### config.mk
export PLATFORM = sky130hd
export DESIGN_NAME = i2c_host_seq
export DESIGN_NICKNAME = d
export VERILOG_FILES = /design/src/logic/pin_sync.v /design/src/logic/baud_gen.v /design/src/logic/i2c_host_seq.v
export VERILOG_INCLUDE_DIRS = /design/src /design/src/pkg
export SDC_FILE = /design/constraint.sdc
export NUM_CORES = 1
export LEC_CHECK = 0
export BUFFER_PORTS_ARGS = -buffer_cell sky130_fd_sc_hd__buf_2
export CAP_MARGIN = 20
export CORE_ASPECT_RATIO = 1.25
export CORE_UTILIZATION = 54
export DETAILED_ROUTE_END_ITERATION = 6
export GPL_TIMING_DRIVEN = 0
export PLACE_DENSITY = 0.76
export SYNTH_ARGS = -nofsm -noshare
export SYNTH_HDL_FRONTEND = slang
export SYNTH_SLANG_ARGS = --single-unit
### constraint.sdc
create_clock -name sys_clk -period 2.1 [get_ports sys_clk]
set_clock_uncertainty 0.1 [all_clocks]
set_input_delay 0.42 -clock sys_clk [delete_from_list [all_inputs] [get_ports sys_clk]]
set_output_delay 0.42 -clock sys_clk [all_outputs]
set_load 0.02 [all_outputs]
### src/pkg/i2c_host_map.vh
/*
  Constants for the I2C host receive, acknowledge and stop sequencer.
  Assumes inclusion by bare name from the design files.
*/
`ifndef I2C_HOST_MAP_VH
`define I2C_HOST_MAP_VH
`define RELOAD_WIDTH 8
`define RELOAD_RESET 8'h13
`define BITS_PER_BYTE 4'h8
`define BYTE_RESET 8'h00
`endif

### src/logic/pin_sync.v
/*
  Two-flip-flop synchroniser for one asynchronous pin input.
  Assumes sys_clk is the only clock; reset is synchronous, active low.
*/
`timescale 1ns/1ps
module pin_sync (
  input wire sys_clk,
  input wire reset_n,
  input wire pinIn,
  output reg pinSync
);
  reg firstStage;
  always @(posedge sys_clk) begin
    if (!reset_n) begin
      firstStage <= 1'b1;
      pinSync <= 1'b1;
    end else begin
      firstStage <= pinIn;
      pinSync <= firstStage;
    end
  end
endmodule

### src/logic/baud_gen.v
/*
  Reloadable down-counting baud generator giving a one-cycle rollover pulse.
  Assumes reload values of three or more; load restarts the count.
*/
`timescale 1ns/1ps
`include "i2c_host_map.vh"
module baud_gen (
  input wire sys_clk,
  input wire reset_n,
  input wire run,
  input wire load,
  input wire [7:0] reloadValue,
  output wire rollover
);
  reg [7:0] count;
  assign rollover = run && !load && (count == 8'h00);
  always @(posedge sys_clk) begin
    if (!reset_n) begin
      count <= 8'h00;
    end else if (load || !run || count == 8'h00) begin
      count <= reloadValue;
    end else begin
      count <= count - 8'h01;
    end
  end
endmodule

### src/logic/i2c_host_seq.v
/*
  I2C host sequencer: byte reception, acknowledge, stop, flags, bus monitor.
  Assumes SDA and SCL are open-drain wires with pull-ups outside; control
  bits arrive as one-cycle set pulses from software logic on sys_clk.
*/
// How it works
// RULE1 - Receive enable ignored unless port idle
// RULE2 - Each rollover toggles SCL, shifts in SDA (code shifts SDA in only at rollovers that release SCL)
// RULE3 - Eighth fall: load buffer, flags, hold SCL
// RULE4 - Buffer read clears buffer full
// RULE5 - New byte while full sets overflow
// RULE6 - Buffer write while receiving sets collision
// RULE7 - Software starts, addresses, then enables receive
// RULE8 - Ack enable: SCL low, ack bit on SDA
// RULE9 - Software chooses ack bit before sequence
// RULE10 - Release SCL, wait high, count again
// RULE11 - Then SCL low, clear enable, idle
// RULE12 - Buffer write during ack sets collision
// RULE13 - Stop: SDA low, then reload and count
// RULE14 - Timeout releases SCL, SDA one period later
// RULE15 - SDA high with SCL high sets stop-seen
// RULE16 - Period after stop-seen: clear enable, interrupt
// RULE17 - Buffer write during stop sets collision
// RULE18 - Reset disables port, aborts transfer
// RULE19 - Start/stop seen cleared on reset, disable
// RULE20 - Software takes bus only when free
// RULE21 - Busy bus stop raises enabled interrupt
// RULE22 - SDA compared with intended output level
// RULE23 - Collision sets flag, returns to idle
// RULE24 - Software avoids reload values zero to two
// RULE25 - Open-drain pins, inputs synchronised first
`timescale 1ns/1ps
`include "i2c_host_map.vh"
module i2c_host_seq (
  input wire sys_clk,
  input wire reset_n,
  input wire portEnable,
  input wire [7:0] baudReload,
  input wire setReceiveEnable,
  input wire setAckEnable,
  input wire setStopEnable,
  input wire ackDataValue,
  input wire bufferRead,
  input wire bufferWrite,
  input wire [7:0] bufferWriteData,
  input wire clearInterrupt,
  input wire clearOverflow,
  input wire clearWriteCollision,
  input wire clearBusCollision,
  input wire interruptEnable,
  input wire sdaIn,
  input wire sclIn,
  output reg sdaOut,
  output reg sdaOe,
  output reg sclOut,
  output reg sclOe,
  output reg [7:0] bufferData,
  output reg receiveEnable,
  output reg ackSequenceEnable,
  output reg stopSequenceEnable,
  output reg bufferFull,
  output reg receiveOverflow,
  output reg writeCollision,
  output reg busCollision,
  output reg portInterrupt,
  output reg startSeen,
  output reg stopSeen,
  output wire interruptOut
);
  localparam ST_IDLE = 3'd0;
  localparam ST_RX = 3'd1;
  localparam ST_ACK_LOW = 3'd2;
  localparam ST_ACK_WAIT = 3'd3;
  localparam ST_ACK_HIGH = 3'd4;
  localparam ST_STOP_SDA = 3'd5;
  localparam ST_STOP_SCL = 3'd6;
  localparam ST_STOP_END = 3'd7;

  //////////////////////////////////////////////////////////////////////////////
  // Pin synchronisers and bus monitor
  wire sdaSync;
  wire sclSync;
  reg sdaPrev;
  reg sclPrev;
  pin_sync sdaSyncInst (
    .sys_clk(sys_clk),
    .reset_n(reset_n),
    .pinIn(sdaIn),
    .pinSync(sdaSync)
  ); // [RULE25]
  pin_sync sclSyncInst (
    .sys_clk(sys_clk),
    .reset_n(reset_n),
    .pinIn(sclIn),
    .pinSync(sclSync)
  ); // [RULE25]
  wire startCond = sclSync && sclPrev && sdaPrev && !sdaSync;
  wire stopCond = sclSync && sclPrev && !sdaPrev && sdaSync;

  //////////////////////////////////////////////////////////////////////////////
  // Baud generator
  reg [2:0] state;
  reg [2:0] next_state;
  reg baudRun;
  reg baudLoad;
  wire rollover;
  baud_gen baudInst (
    .sys_clk(sys_clk),
    .reset_n(reset_n),
    .run(baudRun),
    .load(baudLoad),
    .reloadValue(baudReload),
    .rollover(rollover)
  );

  //////////////////////////////////////////////////////////////////////////////
  // Sequencer
  reg [7:0] shiftReg;
  reg [3:0] fallCount;
  reg sclDrive;
  reg sdaDrive;
  reg stopLatched;
  wire idle = (state == ST_IDLE);
  // Collision: released SDA read low while SCL high in ST_ACK_WAIT or ST_ACK_HIGH, or at a rollover in ST_STOP_END
  wire arbLost = sclSync && !sdaDrive && !sdaSync &&
    (state == ST_ACK_WAIT || state == ST_ACK_HIGH); // [RULE22]
  wire stopCollision = (state == ST_STOP_END) && rollover && !sdaDrive && !sdaSync;

  always @* begin
    baudRun = 1'b0;
    baudLoad = 1'b0;
    next_state = state;
    case (state)
      ST_IDLE: begin
        if (setReceiveEnable) begin
          next_state = ST_RX; // [RULE1]
          baudLoad = 1'b1;
        end else if (setAckEnable) begin
          next_state = ST_ACK_LOW;
          baudLoad = 1'b1;
        end else if (setStopEnable) begin
          next_state = ST_STOP_SDA;
          baudLoad = 1'b1;
        end
      end
      ST_RX: begin
        baudRun = 1'b1;
      end
      ST_ACK_LOW: begin
        baudRun = 1'b1;
      end
      ST_ACK_WAIT: begin
        baudLoad = 1'b1; // [RULE10]
      end
      ST_ACK_HIGH: begin
        baudRun = 1'b1;
      end
      ST_STOP_SDA: begin
        baudLoad = 1'b1;
      end
      default: begin
        baudRun = 1'b1;
      end
    endcase
  end

  always @(posedge sys_clk) begin
    if (!reset_n || !portEnable) begin
      state <= ST_IDLE; // [RULE18]
      sclDrive <= 1'b0;
      sdaDrive <= 1'b0;
      shiftReg <= `BYTE_RESET;
      fallCount <= 4'h0;
      bufferData <= `BYTE_RESET;
      receiveEnable <= 1'b0;
      ackSequenceEnable <= 1'b0;
      stopSequenceEnable <= 1'b0;
      bufferFull <= 1'b0;
      receiveOverflow <= 1'b0;
      writeCollision <= 1'b0;
      busCollision <= 1'b0;
      portInterrupt <= 1'b0;
      startSeen <= 1'b0; // [RULE19]
      stopSeen <= 1'b0; // [RULE19]
      stopLatched <= 1'b0;
      sdaPrev <= 1'b1;
      sclPrev <= 1'b1;
    end else begin
      sdaPrev <= sdaSync;
      sclPrev <= sclSync;
      if (startCond) begin
        startSeen <= 1'b1;
        stopSeen <= 1'b0;
      end else if (stopCond) begin
        stopSeen <= 1'b1; // [RULE15]
        startSeen <= 1'b0;
      end
      // Flags: set wins over clear
      if (clearInterrupt) portInterrupt <= 1'b0;
      if (clearOverflow) receiveOverflow <= 1'b0;
      if (clearWriteCollision) writeCollision <= 1'b0;
      if (clearBusCollision) busCollision <= 1'b0;
      if (bufferRead) bufferFull <= 1'b0; // [RULE4]
      if (bufferWrite) begin
        if (!idle) begin
          writeCollision <= 1'b1; // [RULE6] [RULE12] [RULE17]
        end else begin
          bufferData <= bufferWriteData;
        end
      end
      if (stopCond && state != ST_STOP_END && state != ST_STOP_SCL) begin
        portInterrupt <= 1'b1; // [RULE21]
      end
      state <= next_state;
      case (state)
        ST_IDLE: begin
          if (setReceiveEnable) begin
            receiveEnable <= 1'b1;
            fallCount <= 4'h0;
            sclDrive <= 1'b1;
            sdaDrive <= 1'b0;
          end else if (setAckEnable) begin
            ackSequenceEnable <= 1'b1;
            sclDrive <= 1'b1; // [RULE8]
            sdaDrive <= !ackDataValue; // [RULE8]
          end else if (setStopEnable) begin
            stopSequenceEnable <= 1'b1;
            sdaDrive <= 1'b1; // [RULE13]
          end
        end
        ST_RX: begin
          if (rollover) begin
            sclDrive <= !sclDrive; // [RULE2]
            if (sclDrive) begin
              shiftReg <= {shiftReg[6:0], sdaSync}; // [RULE2]
            end else begin
              fallCount <= fallCount + 4'h1;
              if (fallCount + 4'h1 == `BITS_PER_BYTE) begin
                receiveEnable <= 1'b0; // [RULE3]
                bufferData <= shiftReg;
                bufferFull <= 1'b1;
                portInterrupt <= 1'b1;
                if (bufferFull && !bufferRead) receiveOverflow <= 1'b1; // [RULE5]
                state <= ST_IDLE;
              end
            end
          end
        end
        ST_ACK_LOW: begin
          if (rollover) begin
            sclDrive <= 1'b0; // [RULE10]
            state <= ST_ACK_WAIT;
          end
        end
        ST_ACK_WAIT: begin
          if (sclSync) state <= ST_ACK_HIGH; // [RULE10]
        end
        ST_ACK_HIGH: begin
          if (rollover) begin
            sclDrive <= 1'b1; // [RULE11]
            sdaDrive <= 1'b0;
            ackSequenceEnable <= 1'b0; // [RULE11]
            portInterrupt <= 1'b1;
            state <= ST_IDLE;
          end
        end
        ST_STOP_SDA: begin
          if (!sdaSync) state <= ST_STOP_SCL; // [RULE13]
        end
        ST_STOP_SCL: begin
          if (rollover) begin
            sclDrive <= 1'b0; // [RULE14]
            state <= ST_STOP_END;
            stopLatched <= 1'b0;
          end
        end
        default: begin
          if (rollover) begin
            if (sdaDrive) begin
              sdaDrive <= 1'b0; // [RULE14]
            end else if (stopLatched) begin
              stopSequenceEnable <= 1'b0; // [RULE16]
              portInterrupt <= 1'b1; // [RULE16]
              state <= ST_IDLE;
            end
          end
          if (stopCond) stopLatched <= 1'b1;
        end
      endcase
      if (arbLost || stopCollision) begin
        busCollision <= 1'b1; // [RULE23]
        state <= ST_IDLE; // [RULE23]
        sclDrive <= 1'b0;
        sdaDrive <= 1'b0;
        receiveEnable <= 1'b0;
        ackSequenceEnable <= 1'b0;
        stopSequenceEnable <= 1'b0;
      end
    end
  end

  //////////////////////////////////////////////////////////////////////////////
  // Open-drain pin drive
  always @(posedge sys_clk) begin
    if (!reset_n) begin
      sdaOut <= 1'b0;
      sclOut <= 1'b0;
      sdaOe <= 1'b0;
      sclOe <= 1'b0;
    end else begin
      sdaOut <= 1'b0; // [RULE25]
      sclOut <= 1'b0; // [RULE25]
      sdaOe <= sdaDrive;
      sclOe <= sclDrive;
    end
  end

  assign interruptOut = portInterrupt && interruptEnable;
endmodule

==> metrics.csv, run 1 <==
stage,metric,value,unit
synthesis,share of the synthesized area in the top cell type,39.15,%
sta,min cycle time layout,2.003,ns
cts,clk sinks,52,
global_route,global-route wire length before repair,9.390,mm
synthesis,most common cell in the netlist,dfxtp_1,
cts,Worst-path clk slew,0.09,ns
cts,CTS tree,done,
worst_setup_path,reg2reg setup slack,0.1,ns
global_route,GRT overflow,0,
cts,CTS Buf Count,5,
worst_setup_path,crit path kind,reg2reg,
place,RePlAce Congestion,0.8505,
final_layout,post-route cell area,3134,um2
global_route,antenna violations before repair,0,
cts,Post-CTS Hold Buffers,0,
route,DR vias,2314,
floorplan,die width,64.76,um
synthesis,"EDFF count, synth",0,
power_and_ir_drop,internal power,1.476,mW
power_and_ir_drop,Clock Power Share,28.1,%
place,Port Buffers,52,
final_layout,fin util,66.27,%
route,WL/cell,14.18,um
worst_setup_path,CP Launch Type,flop,
synthesis,Ys Warns,0,
synthesis,Mapped Cells,285,
sta,Hold WS,0.1954,ns
sta,crit share post-route,95.39,%
sta,fmax,499.2,MHz
worst_setup_path,CP endpoint,bufferData[3]$_SDFF_PP0_,
synthesis,synth cell count leaders,"dfxtp_1, nor2_1, mux2i_1, a211oi_1, a21oi_1",
route,Via density,5.658,
cts,H-tree depth,2,
sta,final hold viol count,0,
floorplan,Core Region,4730,um2
sta,Final Worst Setup Slack,0.09684,ns
sta,Setup-failing EPs final,0,
worst_setup_path,worst-path maximum fanout,9,
synthesis,Post-Syn Area,2659,um2
worst_setup_path,crit path DAT,2.13,ns
floorplan,Boundary Pins,55,
worst_hold_path,WHS Path Cells,2,
synthesis,Area contributors post-synth,"dfxtp_1, mux2i_1, a211oi_1",
synthesis,Yosys top cell by area,dfxtp_1,
power_and_ir_drop,leak pwr,1.297,nW
worst_hold_path,Hold Crit Class,in2reg,
global_route,GR Util All Layers,23.52,%
worst_setup_path,CP startpoint,baudInst.count[0]$_SDFF_PN0_,
global_route,largest net degree at the start of global routing,16,
power_and_ir_drop,Tot Pwr,2.074,mW
synthesis,"Seq/Total Area, Yosys",39.15,%
floorplan,Initial Util,56.22,%
power_and_ir_drop,combinational share of power,20.5,%
sta,Rel. slew slack,59.85,%
floorplan,DIE AREA,5210,um2
synthesis,"flops & latches, synth",52,
place,post-DP HPWL,4.405,mm
status,status,"finished, final reports clean",
synthesis,dominant synthesized flop cell,dfxtp_1,
synthesis,ys async rst share,0,%
synthesis,mean post-synth cell area,9.329,um2
sta,Worst Max-Slew Pin Slew,0.6023,ns
place,Post-Place Setup Slack,0.02478,ns
worst_setup_path,CP required,2.22,ns
final_layout,layout cell share with drive strength beyond 1,27.51,%
power_and_ir_drop,VDD IR max,0.3325,mV
sta,max-slew violations,0,
cts,Clock Path Buffers,2,
place,Area after DPL,2998,um2
route,drt drc,0,
power_and_ir_drop,part of the power in registers,51.4,%
worst_setup_path,Worst Setup End Kind,flop,
power_and_ir_drop,Cell Pwr Density,661.7,nW/um2
floorplan,Die Y,80.45,um
final_layout,synth-to-layout area growth,17.88,%
synthesis,Yosys cell types,65,
floorplan,number of core rows,28,
global_route,vias in the first global route,2057,
route,DR pass1 iterations,4,
route,post-route ant nets,0,
worst_setup_path,RR Endpoint,bufferData[3]$_SDFF_PP0_,
worst_setup_path,worst reg2reg path depth,8,
route,Initial DRC Count,132,
run,max-cap violations,0,
power_and_ir_drop,switching share of total power,28.85,%
final_layout,Final nets,383,
power_and_ir_drop,P_sw,598.2,uW
final_layout,ANT cells,0,
cts,clk_lat worst skew,0.31,ns
worst_setup_path,RR Startpoint,baudInst.count[0]$_SDFF_PN0_,
route,final wirelength,5.800,mm
cts,CTS root buf,clkbuf_8,
==> critical path, cell delays in order, from the launching register on <==
cell and delay (ns):
dfxtp_1 0.32, inv_1 0.09, ha_1 0.16, nor3b_4 0.33, buf_6 0.19, nand3_1 0.11, or2_1 0.27, buf_6 0.14
a211oi_1 0.21
==> through the flow <==
stage | TNS, ns | instances
after global routing | -0.03651 | 409
after CTS | 0 | 406
final | 0 | 409
after floorplan | 0 | 286
after global placement | 0 | 398
after detailed placement | 0 | 398
==> metal layers <==
layer | part of all wire [%] | routed length [um] | track usage [%]
met1 | 41 | 2391 | 25.70
met5 | 0 | 0 | 0
met3 | 3.4 | 197 | 4.403
met4 | 2.1 | 119 | 9.556
met2 | 53 | 3091 | 43.65
==> logic make-up after synthesis <==
logic type / Yosys count / synth area share (%)
flip-flops: 52 / 39.15
multiplexers: 18 / 6.776
AO/OA/AOI/OAI: 70 / 20.71
buffers and inverters: 26 / 5.176
AND/OR/NAND/NOR: 108 / 24.33
other: 1 / 0.1410
adder cells (fa/ha/maj): 3 / 1.412
XOR/XNOR: 7 / 2.306
==> sequential cells by signal, indices dropped and copies added, names as in the netlist, 3 cells and up <==
name / flops
bufferData: 8
baudInst.count: 8
state: 3
fallCount: 4
shiftReg: 8
==> timing repair <==
item | CTS | global route
setup buffers | 0 | 3
gates resized for setup | 0 | 6
setup endpoints to repair | 0 | 14
==> layout make-up <==
type                       instances  area, um2
fill                             422       1595
multi-input combinational        208       1504
sequential                        52       1041
timing repair buffer              55      282.8
buffer                            17      105.1
clock buffer                       6      82.58
tap                               60      75.07
inverter                           9      33.78
clock inverter                     2      10.01
==> worst min path at each step <==
stage	startpoint	to
finish	sclIn	sclSyncInst.firstStage$_SDFF_PN1_
global route	sclIn	sclSyncInst.firstStage$_SDFF_PN1_
CTS	sdaIn	sdaSyncInst.firstStage$_SDFF_PN1_
detailed placement	sclSyncInst.firstStage$_SDFF_PN1_	sclSyncInst.pinSync$_SDFF_PN1_
global placement	sclSyncInst.firstStage$_SDFF_PN1_	sclSyncInst.pinSync$_SDFF_PN1_
floorplan	sclSyncInst.firstStage$_SDFF_PN1_	sclSyncInst.pinSync$_SDFF_PN1_
==> placed cells by master, fill, tap and decap left out, types with 2 or more instances in the layout <==
cell,count
nor3_2,3
and3b_1,2
nand4_1,2
conb_1,2
nand2b_1,13
a21boi_0,2
o21ai_0,7
o31ai_1,2
mux2i_1,18
nand3b_1,4
buf_6,3
nor4b_1,2
a211oi_2,5
xnor2_1,4
nor2b_1,7
xor2_1,3
and3_1,3
a21oi_1,14
nand2_1,10
buf_2,57
a211oi_1,13
inv_1,8
or3_1,2
a311oi_1,2
o21ai_1,4
ha_1,3
nor2_1,28
buf_4,6
clkbuf_8,6
clkinv_2,2
o211ai_1,2
nor3_1,8
a31oi_1,2
and2_1,5
nor3b_1,3
nand3_1,5
clkbuf_1,5
dfxtp_1,52
==> power groups by stage <==
stage | registers [mW] | logic [mW] | clock network (mW)
floorplan | 1.09 | 0.291 | 0
global placement | 1.09 | 0.399 | 0
detailed placement | 1.09 | 0.403 | 0
CTS | 1.07 | 0.407 | 0.592
global route | 1.07 | 0.467 | 0.641
finish | 1.07 | 0.425 | 0.582
Power figures use the tool's default switching activity.
==> run 2: changes to the inputs <==
- ABC_CLOCK_PERIOD_IN_PS: default -> 2100
- SYNTH_HIERARCHICAL: default -> 1
==> metrics.csv, run 2 <==
stage,metric,value,unit,change
final_layout,Final Non-Filler Cells,428,,+4.6%
place,dpl cells,399,,+0.25%
power_and_ir_drop,combinational share of power,17.8,%,-2.7 points
power_and_ir_drop,P_sw,568.0,uW,-5.1%
floorplan,Boundary Pins,55,,unchanged
worst_setup_path,Worst Setup End Kind,flop,,
place,Area after DPL,2953,um2,-1.5%
synthesis,mean post-synth cell area,8.819,um2,-5.5%
synthesis,"EDFF count, synth",0,,unchanged
final_layout,Largest regs,"baudInst/count: 8 flops, bufferData: 8 flops, shiftReg: 8 flops",,
sta,final hold viol count,0,,unchanged
place,RePlAce Congestion,0.8329,,-2.1%
cts,CTS Buf Count,5,,unchanged
synthesis,Mapped Cells,289,,+1.4%
final_layout,ANT cells,0,,unchanged
global_route,GRT overflow,0,,unchanged
sta,crit share post-route,105.0,%,+9.6 points
sta,Worst Max-Slew Pin Slew,0.8142,ns,+0.2120 ns
cts,CTS tree,done,,
cts,Clock Path Buffers,2,,unchanged
route,DR pass1 iterations,4,,unchanged
cts,clk_lat worst skew,0.31,ns,about the same
synthesis,synth cell count leaders,"dfxtp_1, a21oi_1, nor2_1, mux2i_1, o21ai_0",,
power_and_ir_drop,Clock Power Share,32.7,%,+4.6 points
status,failing checks,negative setup slack,,
worst_setup_path,crit-path most repeated cell,nand2_1,,
synthesis,dominant synthesized flop cell,dfxtp_1,,
worst_setup_path,"Cell Chain, Critical Path",buf_8 > xor2_2 > nand2_1 > nand2_1 > nand2b_4 > nor2_4 > and3b_2 > o21ai_4 > or4_4 > a21oi_2,,
floorplan,Die Y,78.81,um,-2.0%
final_layout,Final nets,404,,+5.5%
final_layout,post-route cell area,3428,um2,+9.4%
cts,H-tree depth,2,,unchanged
synthesis,Yosys cell types,56,,-14%
worst_setup_path,slowest CP cell,or4_4,,
floorplan,die width,63.45,um,-2.0%
place,post-DP HPWL,3.950,mm,-10%
status,status,"complete, but fails checks",,
sta,Setup-failing EPs final,17,,+17
synthesis,ys async rst share,0,%,unchanged
global_route,largest net degree at the start of global routing,17,,+1
route,Top Metal Used,met4,,
global_route,antenna violations before repair,0,,unchanged
route,post-route ant nets,0,,unchanged
synthesis,Ys Warns,6,,+6
route,Via density,5.544,,-2.0%
cts,CTS root buf,clkbuf_8,,
global_route,global-route wire length before repair,9.804,mm,+4.4%
run,max-cap violations,0,,unchanged
power_and_ir_drop,VDD IR max,0.4759,mV,+43%
power_and_ir_drop,Cell Pwr Density,620.2,nW/um2,-6.3%
route,drt drc,0,,unchanged
final_layout,synth-to-layout area growth,34.51,%,
place,Post-Place Setup Slack,-0.5067,ns,-0.5315 ns
worst_setup_path,CP Launch Type,flop,,
worst_setup_path,crit path kind,reg2reg,,
final_layout,most frequent cells in the layout,"buf_2, dfxtp_1, buf_4",,
final_layout,"commonest non-fill, non-tap cell in the layout",buf_2,,
sta,Final Worst Setup Slack,-0.1048,ns,-0.2017 ns
sta,max-slew violations,0,,unchanged
sta,RSZ-0062 raised after global routing,true,,
floorplan,number of core rows,27,,-3.6%
synthesis,Post-Syn Area,2549,um2,-4.1%
route,WL met1,2.698,mm,+13%
global_route,GR Util All Layers,24.88,%,+1.4 points
route,DR vias,2373,,+2.5%
route,final wirelength,6.225,mm,+7.3%
power_and_ir_drop,part of the power in registers,49.4,%,-2.0 points
sta,fmax,453.6,MHz,-9.1%
power_and_ir_drop,switching share of total power,26.71,%,-2.1 points
power_and_ir_drop,leak pwr,1.508,nW,+16%
synthesis,Yosys top cell by area,dfxtp_1,,
cts,clk sinks,52,,unchanged
route,Initial DRC Count,101,,-23%
floorplan,DIE AREA,5000,um2,-4.0%
place,Port Buffers,51,,-1.9%
cts,Worst-path clk slew,0.09,ns,about the same
floorplan,Initial Util,57.15,%,+0.94 points
synthesis,share of the synthesized area in the top cell type,40.84,%,+1.7 points
worst_setup_path,CP required,2.25,ns,+0.03 ns
synthesis,"flops & latches, synth",52,,unchanged
synthesis,most common cell in the netlist,dfxtp_1,,
synthesis,Area contributors post-synth,"dfxtp_1, mux2i_1, a21oi_1",,
worst_hold_path,Hold Crit Class,in2reg,,
worst_setup_path,crit path DAT,2.35,ns,+0.22 ns
power_and_ir_drop,internal power,1.558,mW,+5.6%
floorplan,Core Region,4459,um2,-5.7%
sta,min cycle time layout,2.205,ns,+0.2017 ns
sta,Rel. slew slack,45.72,%,-14 points
route,met2 WL,3.020,mm,-2.3%
route,WL met3,348,um,+77%
route,WL/cell,14.54,um,+2.6%
worst_setup_path,worst-path maximum fanout,7,,-2
global_route,vias in the first global route,2134,,+3.7%
worst_setup_path,"slowest stage delay, CP",0.50,ns,+0.17 ns
final_layout,layout cell share with drive strength beyond 1,37.03,%,+9.5 points
synthesis,"Seq/Total Area, Yosys",40.84,%,+1.7 points
run 2: power by group through the flow:
stage	combinational, mW	sequential [mW]	clock, mW
detailed placement	0.321	1.07	0
CTS	0.356	1.05	0.713
global placement	0.314	1.07	0
finish	0.379	1.05	0.696
global route	0.410	1.06	0.747
floorplan	0.224	1.08	0
run 2: metal layers:
layer	vias up	global-route usage, %
met4	0	11.36
met5	-	0
met2	90	43.09
met1	1084	29.51
met3	17	4.598
li1	1182	-
run 2: cell type report:
cell class / count / area [um2]
clock inverter: 2 / 38.79
multi-input combinational: 209 / 1562
tap: 58 / 72.57
buffer: 15 / 123.9
clock buffer: 6 / 72.57
inverter: 10 / 37.54
fill: 343 / 1031
sequential: 52 / 1052
timing repair buffer: 76 / 469.2
run 2: timing repair:
| action | 4_1_cts | 5_1_grt |
|---|---|---|
| buffers inserted | 15 | 9 |
| setup endpoints to repair | 32 | 32 |
| pin swaps | 13 | 11 |
| hold buffers | 0 | 0 |
| cloned | 2 | 0 |
| resized for setup | 48 | 20 |
run 2: kinds of logic (layout without fill, tap and decap cells):
family          Yosys count  after routing  synth area share [%]
buf+inv                  29            109                 5.597
other cells               1              2                0.1471
compound gates           80             80                 19.98
simple gates             98             98                 22.04
fa+ha+maj                 3              3                 1.473
xor+xnor                  7              7                 2.406
flops                    52             52                 40.84
mux                      19             19                 7.511
run 2: path summary, 6_finish.rpt:
kind / start / to / slack (ns) / depth (start not counted)
setup / recovery: state[1]$_SDFF_PP0_ / fallCount[3]$_SDFFE_PP0P_ / -0.10 / 10
hold / removal: sclIn / sclSyncInst/firstStage$_SDFF_PN1_ / 0.19 / 2
setup reg to reg: state[1]$_SDFF_PP0_ / fallCount[3]$_SDFFE_PP0P_ / -0.10 / 10
hold reg to reg: sclSyncInst/firstStage$_SDFF_PN1_ / sclSyncInst/pinSync$_SDFF_PN1_ / 0.32 / 1
run 2: critical path: cells and delay by family (launching register included):
| family | cells | cell delay, ns |
|---|---|---|
| AND/OR/NAND/NOR | 6 | 1.16 |
| flip-flops | 1 | 0.39 |
| AO/OA/AOI/OAI | 2 | 0.21 |
| XOR/XNOR | 1 | 0.15 |
| buffers and inverters | 1 | 0.13 |
run 2: per-stage QoR:
stage          util, %  TNS [ns]  power, mW  hold WS [ns]
2_1_floorplan        -   -0.3729      1.300        0.2863
3_3_place_gp     66.22    -8.562      1.382        0.2918
3_5_place_dp     66.22    -10.26      1.389        0.2921
4_1_cts          74.78    -2.255      2.116        0.1783
5_1_grt          76.88    -2.614      2.212        0.1772
6_report         76.88    -1.013      2.126        0.1894
==> run 3: changes to the inputs <==
- ABC_CLOCK_PERIOD_IN_PS: 2100 -> 2700
- CORE_UTILIZATION: 54 -> 58
- CTS_CLUSTER_DIAMETER: default -> 80
- PLACE_DENSITY: 0.76 -> 0.94
- clock period: 2.1 -> 2.7 ns (I/O delays scaled with it)
==> metrics.csv, run 3 (synthesized netlist as in run 2, its figures left out) <==
stage,metric,value,unit,change
status,status,"finished, final reports clean",,
final_layout,Final Non-Filler Cells,405,,-5.4%
power_and_ir_drop,leak pwr,1.343,nW,-11%
global_route,grt met1 use,28.85,%,-0.66 points
route,drt drc,0,,unchanged
route,post-route ant nets,0,,unchanged
sta,Setup-failing EPs final,0,,-17
global_route,GRT overflow,0,,unchanged
worst_setup_path,"Cell Chain, Critical Path",buf_6 > buf_4 > buf_4 > xor2_1 > a21oi_1 > nand2b_4 > nor2_2 > and3b_2 > o21ai_2 > or4_1 > a21oi_1,,
cts,CTS tree,done,,
floorplan,Boundary Pins,55,,unchanged
worst_setup_path,crit path DAT,2.77,ns,+0.42 ns
sta,min cycle time layout,2.629,ns,+0.4237 ns
global_route,grt peak-use layer,met2,,
route,final wirelength,5.476,mm,-12%
cts,CTS Buf Count,5,,unchanged
route,DR vias,2275,,-4.1%
place,Post-Place Setup Slack,-0.2500,ns,+0.2568 ns
sta,max-slew violations,0,,unchanged
final_layout,layout cell share with drive strength beyond 1,24.93,%,-12 points
cts,clk sinks,52,,unchanged
worst_setup_path,crit path kind,reg2reg,,
sta,fmax,380.4,MHz,-16%
global_route,antenna violations before repair,0,,unchanged
worst_hold_path,Hold Crit Class,in2reg,,
cts,Worst-path clk slew,0.10,ns,about the same
place,dpl cells,397,,-0.50%
final_layout,post-route cell area,3007,um2,-12%
sta,crit share post-route,97.35,%,-7.6 points
sta,final hold viol count,0,,unchanged
worst_setup_path,reg2reg setup slack,0.07,ns,+0.18 ns
floorplan,DIE AREA,4665,um2,-6.7%
floorplan,Initial Util,61.21,%,+4.1 points
worst_setup_path,"slowest stage delay, CP",0.49,ns,about the same
sta,Final Worst Setup Slack,0.07150,ns,+0.1763 ns
worst_setup_path,RR Startpoint,state[2]$_SDFF_PP0_,,
final_layout,Largest regs,"baudInst/count: 8 flops, bufferData: 8 flops, shiftReg: 8 flops",,
global_route,met2 Use GR,44.46,%,+1.4 points
place,post-DP HPWL,4.082,mm,+3.3%
place,Area after DPL,2878,um2,-2.5%
final_layout,ANT cells,0,,unchanged
worst_setup_path,worst-path maximum fanout,10,,+3
run,max-cap violations,0,,unchanged
cts,H-tree depth,2,,unchanged
power_and_ir_drop,VDD IR max,0.3872,mV,-19%
sta,Rel. slew slack,65.39,%,+20 points
worst_setup_path,worst reg2reg path depth,11,,+1
cts,"Setup Fix Bufs, Post-CTS",0,,-15
place,Port Buffers,51,,unchanged
global_route,GR Util All Layers,25.38,%,+0.50 points
worst_setup_path,CP endpoint,fallCount[3]$_SDFFE_PP0P_,,
route,Via density,5.617,,+1.3%
sta,RSZ-0062 raised after global routing,false,,
place,RePlAce Congestion,0.9599,,+15%
route,DR pass1 iterations,4,,unchanged
worst_setup_path,CP Launch Type,flop,,
global_route,vias in the first global route,2137,,+0.14%
final_layout,"commonest non-fill, non-tap cell in the layout",buf_2,,
worst_setup_path,RR Endpoint,fallCount[3]$_SDFFE_PP0P_,,
floorplan,Die Y,76.12,um,-3.4%
final_layout,most frequent cells in the layout,"buf_2, dfxtp_1, a21oi_1",,
cts,CTS root buf,clkbuf_8,,
sta,Worst Max-Slew Pin Slew,0.5148,ns,-0.2995 ns
worst_setup_path,Worst Setup End Kind,flop,,
cts,Clock Path Buffers,2,,unchanged
global_route,global-route wire length before repair,9.114,mm,-7.0%
floorplan,number of core rows,26,,-3.7%
worst_setup_path,CP required,2.84,ns,+0.59 ns
worst_setup_path,CP startpoint,state[2]$_SDFF_PP0_,,
final_layout,Final nets,383,,-5.2%
global_route,largest net degree at the start of global routing,18,,+1
route,WL/cell,13.52,um,-7.0%
power_and_ir_drop,Tot Pwr,1.511,mW,-29%
final_layout,synth-to-layout area growth,17.97,%,
worst_setup_path,slowest CP cell,or4_1,,
route,Initial DRC Count,102,,+0.99%
global_route,M3 GR Usage,4.754,%,+0.16 points
floorplan,Core Region,4164,um2,-6.6%
floorplan,die width,61.29,um,-3.4%
cts,clk_lat worst skew,0.31,ns,about the same
power_and_ir_drop,Cell Pwr Density,502.7,nW/um2,-19%
run 3: changes by cell type in the layout (fill, tap and decap cells not counted), sizes merged:
cell    change
buf        -23
bufinv      -1
clkbuf      +1
clkinv      +2
run 3: worst min path at each step:
stage	start	end	slack [ns]	depth (start not counted)
after floorplan	sclSyncInst/firstStage$_SDFF_PN1_	sclSyncInst/pinSync$_SDFF_PN1_	0.29	1
after global placement	sclSyncInst/firstStage$_SDFF_PN1_	sclSyncInst/pinSync$_SDFF_PN1_	0.29	1
after detailed placement	sdaSyncInst/firstStage$_SDFF_PN1_	sdaSyncInst/pinSync$_SDFF_PN1_	0.30	1
after CTS	sdaIn	sdaSyncInst/firstStage$_SDFF_PN1_	0.31	2
after global routing	sdaIn	sdaSyncInst/firstStage$_SDFF_PN1_	0.31	2
final	sdaIn	sdaSyncInst/firstStage$_SDFF_PN1_	0.30	2
run 3: repair_timing:
action                     CTS  global route
pin swaps                    0             2
gates resized for setup      6             6
hold endpoints to repair     0             0
setup endpoints to repair   27            20
hold buffers                 0             0
run 3: final cells by class:
| type | instances | area [um2] |
|---|---|---|
| multi-input combinational | 209 | 1399 |
| clock buffer | 5 | 68.82 |
| inverter | 10 | 37.54 |
| fill | 342 | 1157 |
| sequential | 52 | 1041 |
| tap | 56 | 70.07 |
| timing repair buffer | 51 | 255.2 |
| buffer | 19 | 112.6 |
| clock inverter | 3 | 22.52 |
run 3: report_power, final:
part           internal, mW  switching (mW)
clock                 0.186           0.268
combinational         0.109           0.135
sequential            0.792          0.0212
total                  1.09           0.424
run 3: per-layer routing:
layer / share of wire (%) / wire length (um) / vias to the layer above
li1: - / - / 1137
met5: 0 / 0 / -
met1: 40 / 2202 / 1038
met2: 52 / 2873 / 86
met3: 5.0 / 276 / 14
met4: 2.3 / 124 / 0
run 3: per-stage QoR:
stage	TNS (ns)	util, %	hold WS, ns
CTS	0	71.69	0.3073
global placement	-3.842	69.11	0.2880
global route	0	72.21	0.3069
floorplan	0	-	0.2863
finish	0	72.21	0.3048
detailed placement	-4.010	69.11	0.2968
run 3: worst max-delay path, delay by kind of cell, from the launching register on:
kind            cells  cell delay [ns]
xor+xnor            1             0.16
buf+inv             3             0.48
compound gates      3             0.49
flops               1             0.32
simple gates        4             1.01
